==> src/hw/szad_defines.svh <==
// Notes on behaviour
// - Config zone takes 4-byte word or 32-byte block accesses only.
// - Config zone decodes address bits [4:0] only; higher bits ignored.
// - Config bits [4:3] pick block, [2:0] word; byte = blk*32+word*4.
// - Config and OTP zones accept reads only; writes are refused.
// - OTP zone is 64 bytes, word or block access only.
// - OTP decodes bits [3:0]: bit 3 block, bits [2:0] word.
// - Data zone has 16 slots of varied size, each with own policy.
// - Clear-text writes allowed only to slots 8, 9, 13 and 15.
// - Slots 5 and 6 may be written only with encrypted data.
// - Clear-text reads allowed on slot 8 and slots 10 to 15.
// - Every slot without a grant above is neither readable nor writable.
// - Data slot from bits [6:3], word from [2:0], bit 7 ignored.
// - Block field: slots 0-7 bit 8, slot 8 [11:8], slots 9-15 [9:8].
// - Slots 0-7 hold 36 bytes; block 1 only word 0 valid.
// - Slot 8 spans blocks 0 to 0xC, bytes 0 to 415.
// - Slots 9-15 hold 72 bytes; block 2 only words 0 and 1 valid.
`ifndef SZAD_DEFINES_SVH
`define SZAD_DEFINES_SVH

// Address field positions
`define SZAD_WORD_LSB      0
`define SZAD_WORD_MSB      2
`define SZAD_CFG_BLK_LSB   3
`define SZAD_CFG_BLK_MSB   4
`define SZAD_OTP_BLK_BIT   3
`define SZAD_SLOT_LSB      3
`define SZAD_SLOT_MSB      6
`define SZAD_DBLK_LSB      8
`define SZAD_DBLK_MSB      11

// Bytes per unit
`define SZAD_WORD_BYTES    4
`define SZAD_BLOCK_BYTES   32

// Data slot geometry: last block and words valid in that last block
`define SZAD_SMALL_LAST_BLK 4'h1
`define SZAD_SMALL_LAST_WDS 4'h1
`define SZAD_BIG_LAST_BLK   4'hC
`define SZAD_BIG_LAST_WDS   4'h8
`define SZAD_MID_LAST_BLK   4'h2
`define SZAD_MID_LAST_WDS   4'h2
`define SZAD_BIG_SLOT       4'h8
`define SZAD_SMALL_SLOT_MAX 4'h7

// Slot permission masks, one bit per slot
`define SZAD_WR_CLEAR_MASK  16'hA300
`define SZAD_WR_ENC_MASK    16'h0060
`define SZAD_RD_CLEAR_MASK  16'hFD00

// Reset values
`define SZAD_RST_BYTE       12'h000
`define SZAD_RST_STATUS     8'h00

`endif

==> src/hw/szad_pkg.sv <==
package szad_pkg;
   typedef enum logic [1:0] {
      SZAD_ZONE_CFG  = 2'b00,
      SZAD_ZONE_OTP  = 2'b01,
      SZAD_ZONE_DATA = 2'b10
   } szad_zone_t;

   typedef enum logic [7:0] {
      SZAD_ST_OK    = 8'h00,
      SZAD_ST_PARSE = 8'h03,
      SZAD_ST_EXEC  = 8'h0F
   } szad_status_t;
endpackage

==> src/hw/szad_req_if.sv <==
`timescale 1ns/1ps
`default_nettype none
// Decoded request passed from top to the slot checker
interface szad_req_if;
   logic [3:0] slot;
   logic [3:0] blk;
   logic [2:0] word;
   logic       is_block;
   logic       is_write;
   logic       encrypted;
   logic       ok;
   modport top (output slot, blk, word, is_block, is_write, encrypted,
                input ok);
   modport chk (input slot, blk, word, is_block, is_write, encrypted,
                output ok);
endinterface
`default_nettype wire

==> src/hw/szad_slot_check.sv <==
`timescale 1ns/1ps
`default_nettype none
`include "szad_defines.svh"
module szad_slot_check (
   szad_req_if.chk req
);
   import szad_pkg::*;
   logic [3:0] last_blk;
   logic [3:0] last_wds;
   logic       geom_ok;
   logic       perm_ok;

   // Grant masks kept as vectors so each slot picks its own bit
   localparam logic [15:0] wr_clear_grant = `SZAD_WR_CLEAR_MASK;
   localparam logic [15:0] wr_enc_grant   = `SZAD_WR_ENC_MASK;
   localparam logic [15:0] rd_clear_grant = `SZAD_RD_CLEAR_MASK;

   // Slot size class picks the last block and the words valid in it
   always_comb begin
      if (req.slot <= `SZAD_SMALL_SLOT_MAX) begin
         last_blk = `SZAD_SMALL_LAST_BLK;
         last_wds = `SZAD_SMALL_LAST_WDS;
      end else if (req.slot == `SZAD_BIG_SLOT) begin
         last_blk = `SZAD_BIG_LAST_BLK;
         last_wds = `SZAD_BIG_LAST_WDS;
      end else begin
         last_blk = `SZAD_MID_LAST_BLK;
         last_wds = `SZAD_MID_LAST_WDS;
      end
   end

   // Block access needs a full last block; word access a valid word
   always_comb begin
      if (req.blk > last_blk) begin
         geom_ok = 1'b0;
      end else if (req.blk < last_blk) begin
         geom_ok = 1'b1;
      end else if (req.is_block) begin
         geom_ok = (last_wds == `SZAD_BIG_LAST_WDS);
      end else begin
         geom_ok = ({1'b0, req.word} < last_wds);
      end
   end

   // Fixed per-slot policy; ungranted slots fall to zero
   always_comb begin
      if (req.is_write) begin
         if (req.encrypted) begin
            perm_ok = wr_enc_grant[req.slot];
         end else begin
            perm_ok = wr_clear_grant[req.slot];
         end
      end else begin
         perm_ok = rd_clear_grant[req.slot];
      end
   end

   assign req.ok = geom_ok & perm_ok;
endmodule
`default_nettype wire

==> src/hw/szad_decoder.sv <==
`timescale 1ns/1ps
`default_nettype none
`include "szad_defines.svh"
module szad_decoder (
   // Clock and reset
   input  wire logic                 ref_clk,
   input  wire logic                 nrst,
   // Request
   input  wire logic                 req_valid,
   input  szad_pkg::szad_zone_t      req_zone,
   input  wire logic [15:0]          req_addr,
   input  wire logic                 req_block,
   input  wire logic                 req_write,
   input  wire logic                 req_encrypted,
   // Answer
   output logic                      rsp_valid,
   output logic                      mem_en,
   output logic                      mem_write,
   output szad_pkg::szad_zone_t      mem_zone,
   output logic [3:0]                mem_slot,
   output logic [11:0]               mem_byte,
   output logic [5:0]                mem_len,
   output szad_pkg::szad_status_t    rsp_status
);
   import szad_pkg::*;

   typedef struct packed {
      logic         rsp_valid;
      logic         mem_en;
      logic         mem_write;
      szad_zone_t   zone;
      logic [3:0]   slot;
      logic [11:0]  byte_addr;
      logic [5:0]   len;
      szad_status_t status;
   } szad_state_t;

   szad_state_t state_reg;
   szad_state_t state_next;
   szad_req_if  chk_if ();

   logic [3:0]  dblk;
   logic [1:0]  cfg_blk;
   logic        otp_blk;
   logic [2:0]  word;
   logic [3:0]  slot;
   logic        ok;
   logic [11:0] byte_addr;

   // Field extraction; unused upper bits never reach the decode
   assign word    = req_addr[`SZAD_WORD_MSB:`SZAD_WORD_LSB];
   assign cfg_blk = req_addr[`SZAD_CFG_BLK_MSB:`SZAD_CFG_BLK_LSB];
   assign otp_blk = req_addr[`SZAD_OTP_BLK_BIT];
   assign slot    = req_addr[`SZAD_SLOT_MSB:`SZAD_SLOT_LSB];

   // Block width depends on slot size class
   always_comb begin
      if (slot <= `SZAD_SMALL_SLOT_MAX) begin
         dblk = {3'h0, req_addr[`SZAD_DBLK_LSB]};
      end else if (slot == `SZAD_BIG_SLOT) begin
         dblk = req_addr[`SZAD_DBLK_MSB:`SZAD_DBLK_LSB];
      end else begin
         dblk = {2'h0, req_addr[`SZAD_DBLK_LSB+1:`SZAD_DBLK_LSB]};
      end
   end

   assign chk_if.slot      = slot;
   assign chk_if.blk       = dblk;
   assign chk_if.word      = word;
   assign chk_if.is_block  = req_block;
   assign chk_if.is_write  = req_write;
   assign chk_if.encrypted = req_encrypted;

   szad_slot_check u_chk (
      .req (chk_if)
   );

   // Zone legality and byte position
   always_comb begin
      ok        = 1'b0;
      byte_addr = `SZAD_RST_BYTE;
      unique case (req_zone)
         SZAD_ZONE_CFG: begin
            ok        = !req_write;
            byte_addr = {5'h00, cfg_blk, word, 2'b00};
         end
         SZAD_ZONE_OTP: begin
            ok        = !req_write;
            byte_addr = {6'h00, otp_blk, word, 2'b00};
         end
         SZAD_ZONE_DATA: begin
            ok        = chk_if.ok;
            byte_addr = {3'h0, dblk, word, 2'b00};
         end
         default: begin
            ok        = 1'b0; // Illegal zone code
            byte_addr = `SZAD_RST_BYTE;
         end
      endcase
      // Blocks start on word 0 of the block
      if (req_block && word != 3'h0) begin
         ok = 1'b0;
      end
   end

   // Register the decision; a refusal zeroes enable, write, byte and length but still passes zone and slot
   always_comb begin
      state_next           = state_reg;
      state_next.rsp_valid = req_valid;
      state_next.mem_en    = 1'b0;
      if (req_valid) begin
         state_next.mem_en    = ok;
         state_next.mem_write = ok & req_write;
         state_next.zone      = req_zone;
         state_next.slot      = (req_zone == SZAD_ZONE_DATA) ? slot : 4'h0;
         state_next.byte_addr = ok ? byte_addr : `SZAD_RST_BYTE;
         state_next.len       = ok ? (req_block ? 6'h20 : 6'h04) : 6'h00;
         if (ok) begin
            state_next.status = SZAD_ST_OK;
         end else if ((req_zone == SZAD_ZONE_CFG ||
                       req_zone == SZAD_ZONE_OTP) && req_write) begin
            // Illegal zone codes fall through to the execution refusal
            state_next.status = SZAD_ST_PARSE;
         end else begin
            state_next.status = SZAD_ST_EXEC;
         end
      end
   end

   always_ff @(posedge ref_clk) begin
      if (!nrst) begin
         state_reg <= '0;
      end else begin
         state_reg <= state_next;
      end
   end

   assign rsp_valid  = state_reg.rsp_valid;
   assign mem_en     = state_reg.mem_en;
   assign mem_write  = state_reg.mem_write;
   assign mem_zone   = state_reg.zone;
   assign mem_slot   = state_reg.slot;
   assign mem_byte   = state_reg.byte_addr;
   assign mem_len    = state_reg.len;
   assign rsp_status = state_reg.status;
endmodule
`default_nettype wire

==> config.mk <==
export PLATFORM = sky130hd
export DESIGN_NAME = szad_decoder
export DESIGN_NICKNAME = d
export VERILOG_FILES = /design/src/hw/szad_pkg.sv /design/src/hw/szad_req_if.sv /design/src/hw/szad_slot_check.sv /design/src/hw/szad_decoder.sv
export VERILOG_INCLUDE_DIRS = /design/src /design/src/hw
export SDC_FILE = /design/constraint.sdc
export NUM_CORES = 1
export LEC_CHECK = 0
export BUFFER_PORTS_ARGS = -buffer_cell sky130_fd_sc_hd__buf_2
export CAP_MARGIN = 40
export CORE_MARGIN = 1
export CORE_UTILIZATION = 46
export DETAILED_ROUTE_END_ITERATION = 12
export PLACE_DENSITY = 0.79
export RECOVER_POWER = 100
export SLEW_MARGIN = 20
export SYNTH_ARGS = -nofsm -noshare
export SYNTH_HDL_FRONTEND = slang
export SYNTH_SLANG_ARGS = --single-unit
==> constraint.sdc <==
create_clock -name ref_clk -period 2.5 [get_ports ref_clk]
set_input_delay 0.125 -clock ref_clk [delete_from_list [all_inputs] [get_ports ref_clk]]
set_output_delay 0.125 -clock ref_clk [all_outputs]
set_load 0.03 [all_outputs]
== Word level (Yosys, flattened, before mapping) ==
Memory sizes are Yosys's and may differ from the RTL's.
Cells that the tools add are included.

* $lt $le $gt $ge: 5
* Eq/ne operators: 4
* Muxes and demuxes: 23
* Bitwise logic cells: 2
* Reductions and logical operators: 8

{| class="wikitable"
|+ Operators with widths
! cell !! number
|-
| 4-bit 2-to-1 mux || 9
|-
| 9-bit one-hot mux with 3 select lines || 1
|-
| 12-bit 2-to-1 mux || 1
|-
| 6-bit 2-to-1 mux || 2
|-
| 1-bit 2-to-1 mux || 9
|-
| 4-bit equality test (second input constant) || 2
|-
| 4-bit by 5-bit < comparator with 1-bit output (second input constant) || 1
|-
| 4-bit > comparator || 1
|-
| 4-bit by 3-bit <= comparator with 1-bit output (second input constant) || 1
|-
| 3-bit by 4-bit < comparator with 1-bit output || 1
|-
| 4-bit < comparator || 1
|-
| 3-bit nonzero test || 1
|-
| 1-bit AND || 2
|-
| 2-bit by 1-bit equality test with 1-bit output (second input constant) || 1
|-
| 2-bit equality test (second input constant) || 1
|-
| 1-bit logical AND || 2
|-
| 2-bit logical NOT || 1
|-
| 1-bit one-hot mux with 2 select lines || 1
|-
| 2-bit AND reduction || 1
|-
| 2-bit OR reduction || 1
|-
| 1-bit logical NOT || 1
|-
| 1-bit logical OR || 1
|}

* Bits in registers: 35
* Bits in read-only memories: 48
* Input bits: 24
* Output and inout port bits: 35
* Logic and storage cells: 53
* Memories kept: 3

{| class="wikitable"
|+ Memory list
! memory !! words !! bits a word !! read ports !! clocked after Yosys merged registers in !! write ports !! RTL line !! text
|-
| (name not given) || 16 || 1 || 1 || 0 || 0 || szad_slot_check.sv:54 || <nowiki>perm_ok = rd_clear_grant[req.slot];</nowiki>
|-
| (name not given) || 16 || 1 || 1 || 0 || 0 || szad_slot_check.sv:49 || <nowiki>perm_ok = wr_enc_grant[req.slot];</nowiki>
|-
| (name not given) || 16 || 1 || 1 || 0 || 0 || szad_slot_check.sv:51 || <nowiki>perm_ok = wr_clear_grant[req.slot];</nowiki>
|}

== Logic depth before layout (Yosys ltp) ==
Gate-level depths: netlist of the first run.

* Depth in word-level cells: 11
* Mapped depth: 11
* Mapped depth without buffers: 11

== Modules after synthesis ==
Synthesis of the first run repeated with hierarchy kept, for this count alone.

* Cell total of the unflattened synthesis: 128
* Area, all modules: 1146.1 sq um

{| class="wikitable"
|+ By module, submodules not included
! module !! instances !! cells an instance !! area an instance (sq um) !! seq. area each (sq um)
|-
| szad_decoder || 1 || 100 || 923.4 || 400.4
|-
| szad_slot_check || 1 || 28 || 222.7 || 0.0
|}

== Least setup slack after synthesis of the first run ==
No wires, ideal clock.

* Kind: input to register
* Start point: input port req_addr[3]
* End point: register state_reg (netlist bit rsp_status[1])
* Setup time: 0.117 ns
* Data arrival time: 1.800 ns
* Required time: 2.383 ns
* Setup slack: 0.583 ns
* Stages on the path: 11
* Buffers on the path: 0
* Path through: inv_2 ha_1 and3b_1 inv_1 nand2_1 ha_1 nor2b_1 o211ai_1 o2bb2ai_4 nand3_2 a22o_1

* Cells in the longest elaborated chain, start to end: 11
* Elaborated cells between the ends (all ways): 27
* Classes of those cells: 4 x order compare; 2 x eq/ne; 17 x mux; 1 x bitwise; 3 x memory

{| class="wikitable"
|+ RTL lines
! item !! RTL line !! text
|-
| start: declaration || szad_decoder.sv:11 || <nowiki>input wire logic [15:0] req_addr,</nowiki>
|-
| branches (longest 7 deep; another with 4-bit by 3-bit <= comparator with 1-bit output) || - ||
|-
| 1-bit AND (*) || szad_slot_check.sv:58 || <nowiki>assign req.ok = geom_ok & perm_ok;</nowiki>
|-
| 1-bit one-hot mux with 2 select lines (*) || szad_decoder.sv:82 || <nowiki>unique case (req_zone)</nowiki>
|-
| 1-bit 2-to-1 mux (*) || szad_decoder.sv:101 || <nowiki>if (req_block && word != 3'h0) begin</nowiki>
|-
| 4-bit 2-to-1 mux (*) || szad_decoder.sv:118 || <nowiki>if (ok) begin</nowiki>
|-
| end signal: assignment || szad_decoder.sv:134 || <nowiki>state_reg <= state_next;</nowiki>
|-
| end: declaration || szad_decoder.sv:38 || <nowiki>szad_state_t state_reg;</nowiki>
|}

Mark *: on every way between the ends. The select of a mux whose other input is x is not followed.
A chain may end at the register's enable or synchronous reset.

== Worst setup path after layout of the first run ==
* Start point: input port req_addr[4]
* End point: register state_reg (netlist bit rsp_status[1])

Same word-level chain as after synthesis.

==> results.tsv, run 1 <==
metric	value	unit
routed wire length	2711	um
vias in the first global route	984	
synth unique cells	44	
worst path cell trace	clkbuf_1, inv_1, ha_1, and3b_1, inv_1, nand2_1, ha_1, nor2b_1, o211ai_1, o2bb2ai_1, nand3_1, a22o_1	
Initial Util	50.05	%
worst r2r src	mem_len[2]	
Via Count	1102	
post-cts resize count	0	
setup repair bufs after CTS	0	
Synth Warn #	0	
Syn Area/Cell	8.724	um^2
Post-synth ARST share	0	%
Layout area overhead	7.957	%
FF-to-FF setup slack	1.58	ns
Placed Area	0.001408	mm^2
CTS Buf Count	3	
drt drc	0	
LEAKAGE	0.5944	nW
Worst EP required	2.71	ns
Final Wtd Congestion	0.8183	
n_diodes	0	
fin crit share	86.65	%
status	completed	
RR Endpoint	mem_len[2]	
post-route ant nets	0	
Hold EP	mem_len[2]	
Worst R2R Path Depth	4	
Cells after Synth	146	
#FFs+latches synth	20	
row count	18	
Vert. Die Dim	54.62	um
Die Width	54.62	um
Crit. End Element	register	
peak per-stage delay on the critical path	0.29	ns
final design area excluding fillers	0.001375	mm^2
post-DR vias/cell	5.273	
Fin Setup TNS	0	ns
final hold vios	0	
initial drt markers	20	
CP Launch Type	input pin	
Hold Path Stages	2	
critical path class	input pin to register	
max cap viols	0	
Mapped Area	0.001274	mm^2
CTS tree	done	
Final Power	0.6593	mW
initial antenna violation count	0	
Post-synth EDFFs	0	
Worst EP arrival	2.37	ns
total gr overflow	0	
Hold Crit Start	req_block	
sequential element share of the synthesized area	31.43	%
largest net degree at the start of global routing	18	
fmax	0.4616	GHz
clock sinks	20	
Clock Skew	0	ns
first-pass GRT wire length	4215	um
PortBufs	40	
CORE AREA	0.002545	mm^2
WL per Instance	12.97	um
Total GRT Usage	19.93	%
Slowest cell on crit path	ha_1	
Crit Path Max Fanout	4	
Root Driver	clkbuf_4	
Ports	59	
Least-Margin Pin Slew	0.7906	ns
Detail Placement HPWL	2124	um
RSZ-0062 raised after global routing	no	
final setup fails	0	
most common flop cell mapped by yosys	dfxtp_1	
minimum clock period	2.166	ns
NumNets Final	212	
Pwr Density	479.4	mW/mm^2
final cell count without fillers	209	
VDD IR max	0.0002507	V
CTS clk-pin slew, worst paths	0.11	ns
share of layout cells above drive strength 1	16.20	%
drt first pass iters	4	
Slew HR	47.30	%
clock tree buffer depth	2	
clk_lat worst skew	0.30	ns
H-Tree Depth	1	
Post-CTS Hold Fix Bufs	0	
full die area	0.002983	mm^2
HP Class	input pin to register	
placed cell count	206	
max-slew violations	0	
[area by class of cell]
class,instances,area (um^2)
clock buffers,3,22.52
fillers,254,1170
multi-input cells,103,696.9
flip-flops and latches,20,400.4
inverters,13,48.80
well taps,30,37.54
repair buffers,40,168.9
[placed cells by master (no fill, tap or decap), drive strengths merged, types with 4 or more instances in the layout]
| cell type | synthesis | routed |
|---|---|---|
| nand3 | 6 | 6 |
| buf | 21 | 15 |
| inv | 13 | 13 |
| a21oi | 5 | 5 |
| clkbuf | 1 | 28 |
| nor2 | 5 | 5 |
| o21ai | 11 | 11 |
| nand2 | 11 | 11 |
| conb | 1 | 13 |
| nand2b | 4 | 4 |
| nor2b | 6 | 6 |
| dfxtp | 20 | 20 |
| a22oi | 5 | 5 |
| a21boi | 4 | 4 |
| ha | 7 | 7 |
[where the power goes]
group,internal (mW),switching [mW]
registers,0.329,0.00604
clock network,0.0563,0.0976
logic,0.0483,0.122
[worst max-delay path by stage]
| stage | endpoint | from |
|---|---|---|
| after floorplan | rsp_status[1] | req_addr[3] |
| after global placement | rsp_status[1] | req_addr[4] |
| after detailed placement | rsp_status[1] | req_addr[4] |
| after CTS | mem_len[5] | req_addr[4] |
| after global routing | mem_len[2] | req_addr[4] |
| final | rsp_status[1] | req_addr[4] |
[worst max-delay path, delay by kind of cell]
family          cells  cell delay (ns)
buf+inv             3             0.42
compound gates      3             0.66
simple gates        4             0.68
fa+ha+maj           2             0.48
[flip-flops by register name, indices dropped and copies added, names as in the netlist]
signal      count
mem_byte        7
mem_slot        4
mem_len         2
mem_zone        2
rsp_status      2
mem_en          1
mem_write       1
rsp_valid       1
[synth_stat cells (2+ instances only)]
cell type  number  area share, %
dfxtp_1        20             31
buf_4          16            9.4
inv_1          12            3.5
nand2_1        10            2.9
o21ai_1        10            3.9
ha_1            7            6.9
nor2b_1         6            2.9
a21oi_1         5            2.0
a22oi_1         5            2.9
buf_2           5            2.0
nand3_1         5            2.0
nor2_1          5            1.5
a21boi_0        4            2.4
nand2b_1        4            2.0
mux2i_1         2            1.6
o211ai_1        2            1.2
[metrics by stage]
step,hold WS [ns],setup slack [ns],util [%]
2_1_floorplan,0.2211,0.5830,-
3_5_place_dp,0.4050,0.1952,55.31
6_report,0.07850,0.3338,54.03
3_3_place_gp,0.3943,0.2861,55.31
4_1_cts,0.07675,0.5191,56.19
5_1_grt,0.07897,0.2168,54.03
[logic make-up after synthesis]
logic type / Yosys count / share of synthesized area [%]
other: 1 / 0.2944
and+or+nand+nor: 42 / 21.32
muxes: 3 / 2.456
DFF: 20 / 31.43
AOI/OAI and AO/OA: 38 / 22.10
buffers and inverters: 35 / 15.52
adders and majority gates: 7 / 6.876
[layer usage]
layer / GRT usage [%] / routed length, um / vias to the layer above
met2: 34.34 / 1351 / 50
met1: 22.99 / 1124 / 504
li1: - / - / 541
met5: 0 / 0 / -
met4: 10.68 / 54 / 0
met3: 3.611 / 180 / 7
Note: power is estimated with default switching activity, not from simulation.
==> run 2, diff against run 1 <==
- CELL_PAD_IN_SITES_DETAIL_PLACEMENT: not set -> 1
- CELL_PAD_IN_SITES_GLOBAL_PLACEMENT: not set -> 2
- CORE_UTILIZATION: 46 -> 25
- PLACE_DENSITY: 0.79 -> not set
- PLACE_DENSITY_LB_ADDON: not set -> 0.1
==> results.tsv, run 2 (synthesis gave the netlist of run 1 again) <==
metric	value	unit
most common cell after layout, fill and taps aside	clkbuf_1	
worst r2r src	rsp_status[1]	
HP Class	input pin to register	
status	completed	
WL per Instance	13.26	um
final setup fails	0	
final cell count without fillers	246	
CORE AREA	0.004817	mm^2
final hold vios	0	
first-pass GRT wire length	5382	um
Slew HR	45.40	%
clock tree buffer depth	2	
post-route ant nets	0	
Via Count	1081	
row count	25	
placed cell count	243	
worst path cell trace	buf_2, inv_1, ha_1, and3b_1, inv_1, nand2_1, ha_1, nor3_1, a21oi_1, o2bb2ai_1, nand3_1, a22o_1	
drt first pass iters	4	
CTS Buf Count	3	
vias in the first global route	1089	
share of layout cells above drive strength 1	16.76	%
Worst R2R Path Depth	2	
full die area	0.005385	mm^2
Least-Margin Pin Slew	0.8173	ns
FF-to-FF setup slack	1.60	ns
PortBufs	40	
Crit Path Max Fanout	4	
RSZ-0062 raised after global routing	no	
Crit. End Element	register	
crit path to	rsp_status[1]	
Fin Setup TNS	0	ns
initial drt markers	39	
Initial Util	26.44	%
final worst slack	0.2860	ns
VDD IR max	0.0001767	V
CP Launch Type	input pin	
CTS clk-pin slew, worst paths	0.07	ns
total gr overflow	0	
Post-CTS Hold Fix Bufs	0	
commonest non-fill, non-tap cells in the layout	clkbuf_1 (24), dfxtp_1 (20), buf_2 (16), conb_1 (13), inv_1 (12)	
Die Width	73.38	um
Crit. Startpoint	req_addr[4]	
post-DR vias/cell	4.394	
Detail Placement HPWL	2547	um
Vert. Die Dim	73.38	um
drt drc	0	
RR Endpoint	rsp_status[1]	
Root Driver	clkbuf_8	
clock sinks	20	
n_diodes	0	
fin crit share	88.56	%
H-Tree Depth	1	
post-cts resize count	0	
largest net degree at the start of global routing	18	
Clock Skew	0	ns
Ports	59	
fmax	0.4517	GHz
initial antenna violation count	0	
max-slew violations	0	
Total GRT Usage	13.09	%
max cap viols	0	
LEAKAGE	0.6049	nW
Slowest cell on crit path	o2bb2ai_1	
Worst EP required	2.65	ns
Pwr Density	497.7	mW/mm^2
Layout area overhead	13.16	%
max FFs per register	7	
minimum clock period	2.214	ns
pre-CTS setup slack	0.09867	ns
routed wire length	3262	um
NumNets Final	212	
clk_lat worst skew	0.25	ns
critical path class	input pin to register	
peak per-stage delay on the critical path	0.37	ns
Final Wtd Congestion	0.7393	
setup repair bufs after CTS	0	
Worst EP arrival	2.37	ns
CTS tree	done	
## run 2: changes by cell type in the layout (fill, tap and decap cells not counted)
cell	previous run	this run
o21ai_1	2	3
o21ai_0	9	8
buf_2	15	16
clkbuf_8	0	3
clkbuf_4	3	0
clkbuf_1	25	24
## run 2: worst min path at each step
stage                start          end  slack (ns)  cells after the start
6_report         req_block   mem_len[2]        0.14                      2
5_1_grt          req_block   mem_len[2]        0.15                      2
4_1_cts          req_block   mem_len[2]        0.14                      2
3_5_place_dp     req_block   mem_len[2]        0.41                      2
3_3_place_gp   req_addr[1]  mem_byte[3]        0.41                      3
2_1_floorplan    req_block   mem_len[2]        0.22                      1
## run 2: power breakdown
part | internal [mW] | switching, mW
sequential | 0.329 | 0.00581
clock | 0.107 | 0.101
combinational | 0.0487 | 0.126
## run 2: layer usage
layer | routed length (um) | track usage (%)
met1 | 1575 | 17.08
met2 | 1545 | 22.22
met3 | 107 | 1.235
met4 | 32 | 5.128
met5 | 0 | 0
## run 2: final cells by class
type                       instances  area (um^2)
fill                             624         3376
multi-input combinational        103        696.9
sequential                        20        400.4
timing repair buffer              40        170.2
tap                               67        83.83
inverter                          13        48.80
clock buffer                       3        41.29
## run 2: through the flow
step | utilization [%] | hold slack, ns | total power [mW] | cell area [um^2]
2_1_floorplan | - | 0.2211 | 0.4980 | 1319
3_3_place_gp | 30.18 | 0.4068 | 0.5263 | 1454
3_5_place_dp | 30.18 | 0.4097 | 0.5305 | 1454
4_1_cts | 31.04 | 0.1353 | 0.7436 | 1495
5_1_grt | 29.92 | 0.1508 | 0.7577 | 1441
6_report | 29.92 | 0.1374 | 0.7173 | 1441
## run 2: worst max-delay path, delay by kind of cell
| kind | cells | cell delay (ns) |
|---|---|---|
| buf+inv | 3 | 0.32 |
| fa+ha+maj | 2 | 0.37 |
| compound gates | 3 | 0.75 |
| simple gates | 4 | 0.80 |
==> run 3, diff against run 2 <==
- ABC_AREA: not set -> 1
- CORE_ASPECT_RATIO: not set -> 0.7
- CORE_UTILIZATION: 25 -> 24
==> results.tsv, run 3 <==
metric	value	unit
status	completed	
Crit Path Max Fanout	7	
Initial Util	25.21	%
first-pass GRT wire length	4747	um
post-cts resize count	0	
Worst EP required	2.66	ns
share of layout cells above drive strength 1	15.08	%
Root Driver	clkbuf_8	
final setup fails	0	
Slew HR	22.41	%
most instantiated cells after synthesis	nand2_1 (52), dfxtp_1 (20), inv_1 (16), buf_4 (15), ha_1 (7)	
setup repair bufs after CTS	0	
LEAKAGE	0.6993	nW
Clock Skew	0	ns
Most common cell on crit path	nand2_1	
sequential element share of the synthesized area	33.02	%
Worst EP arrival	2.05	ns
HP Class	input pin to register	
max FFs per register	7	
Cells after Synth	160	
Pwr Density	578.7	mW/mm^2
RSZ-0062 raised after global routing	no	
Fin Setup TNS	0	ns
vias in the first global route	968	
Mapped Area	0.001212	mm^2
Crit. Startpoint	req_addr[3]	
Die Width	86.95	um
clock sinks	20	
CTS tree	done	
CTS clk-pin slew, worst paths	0.08	ns
clk_lat worst skew	0.26	ns
post-DR vias/cell	4.034	
Detail Placement HPWL	2467	um
max-slew violations	0	
synth unique cells	29	
Crit. End Element	register	
NumNets Final	231	
worst path cell trace	clkbuf_1, inv_1, ha_1, nand3_1, nor2_1, ha_1, a21oi_1, o21ai_0, nand2_1, nand2_1, nand2_4, nand2_8, nand3_1, nand2_1	
cell with the most instances after synthesis	nand2_1	
Post-synth EDFFs	0	
Final Wtd Congestion	0.7422	
PortBufs	40	
drt first pass iters	4	
initial drt markers	18	
Total GRT Usage	11.90	%
initial antenna violation count	0	
Placed Area	0.001415	mm^2
most common cell after layout, fill and taps aside	nand2_1	
VDD IR max	0.0001856	V
n_diodes	0	
peak per-stage delay on the critical path	0.29	ns
most common flop cell mapped by yosys	dfxtp_1	
H-Tree Depth	1	
fmax	0.5290	GHz
CTS Buf Count	3	
cell family with most CP delay	simple AND/OR/NAND/NOR gates	
routed wire length	3005	um
post-route ant nets	0	
final design area excluding fillers	0.001426	mm^2
full die area	0.005344	mm^2
commonest non-fill, non-tap cells in the layout	nand2_1 (53), clkbuf_1 (24), dfxtp_1 (20), inv_1 (17), buf_2 (16)	
Syn Area/Cell	7.578	um^2
Synth Warn #	0	
Synth top area share	33.02	%
final hold vios	0	
Post-synth ARST share	0	%
Least-Margin Pin Slew	1.160	ns
Via Count	1081	
minimum clock period	1.890	ns
largest net degree at the start of global routing	18	
WL per Instance	11.21	um
max cap viols	0	
row count	21	
Crit path buffers/inverters	2	
#FFs+latches synth	20	
ranking of synthesized cells by area	dfxtp_1 (33%), nand2_1 (16%), buf_4 (9.3%), ha_1 (7.2%), inv_1 (5.0%)	
Layout area overhead	17.65	%
total gr overflow	0	
drt drc	0	
critical path class	input pin to register	
clock tree buffer depth	2	
CP Launch Type	input pin	
Slowest cell on crit path	nor2_1	
fin crit share	75.61	%
CORE AREA	0.004808	mm^2
Vert. Die Dim	61.47	um
Post-CTS Hold Fix Bufs	0	
cell taking the most area after synthesis	dfxtp_1	
Hold Crit Start	req_block	
Ports	59	
worst r2r src	mem_zone[1]	
## run 3: cell count changes after synthesis, moves of 4 or more
cell,before,now
inv_1,12,16
o21ai_0,1,5
nor2b_1,6,0
o21ai_1,10,1
nand4_1,1,5
nand2_1,10,52
nand2b_1,4,0
a22oi_1,5,0
buf_2,5,1
o21ai_2,0,4
## run 3: final timing paths
kind,end,slack (ns),depth (start not counted)
max,rsp_status[2],0.61,14
min,mem_len[5],0.16,3
max reg2reg,mem_zone[1],1.89,1
min reg2reg,mem_byte[3],0.46,2
## run 3: routing by layer
layer	part of all wire (%)	wire length, um	vias to the layer above	global-route usage (%)
met2	43	1295	31	18.00
met4	0.33	10	0	2.857
li1	-	-	563	-
met5	0	0	-	0
met3	5.1	152	2	2.949
met1	51	1547	485	16.99
## run 3: per-stage QoR
step	instances	worst slack (ns)	hold slack [ns]	total power, mW	util, %
finish	268	0.6096	0.1620	0.8255	29.66
global route	268	0.3463	0.1739	0.8686	29.66
CTS	268	0.6521	0.1541	0.8481	30.91
detailed placement	264	0.3726	0.4416	0.5163	29.43
global placement	264	0.4060	0.4288	0.5130	29.43
floorplan	172	0.9100	0.2731	0.4820	-
## run 3: cell families after synthesis
family / synth area share [%]
AO/OA/AOI/OAI: 13.93
AND/OR/NAND/NOR: 28.59
flip-flops: 33.02
buffers and inverters: 16.92
adder cells (fa/ha/maj): 7.224
other: 0.3093
## run 3: tightest hold or removal path, delay by kind of cell
family	cells	cell delay (ns)
simple gates	2	0.13
buf+inv	1	0.13
## run 3: area by class of cell
type,count,area (um^2)
Tap cell,69,86.33
Clock buffer,3,41.29
Multi-Input combinational cell,115,621.8
Clock inverter,1,30.03
Sequential cell,20,400.4
Fill cell,620,3382
Inverter,20,76.32
Timing Repair Buffer,40,170.2
## run 3: power breakdown
group | total (mW) | internal [mW] | switching [mW]
Combinational | 0.164 | 0.0415 | 0.122
Sequential | 0.334 | 0.329 | 0.00561
Clock | 0.327 | 0.214 | 0.114
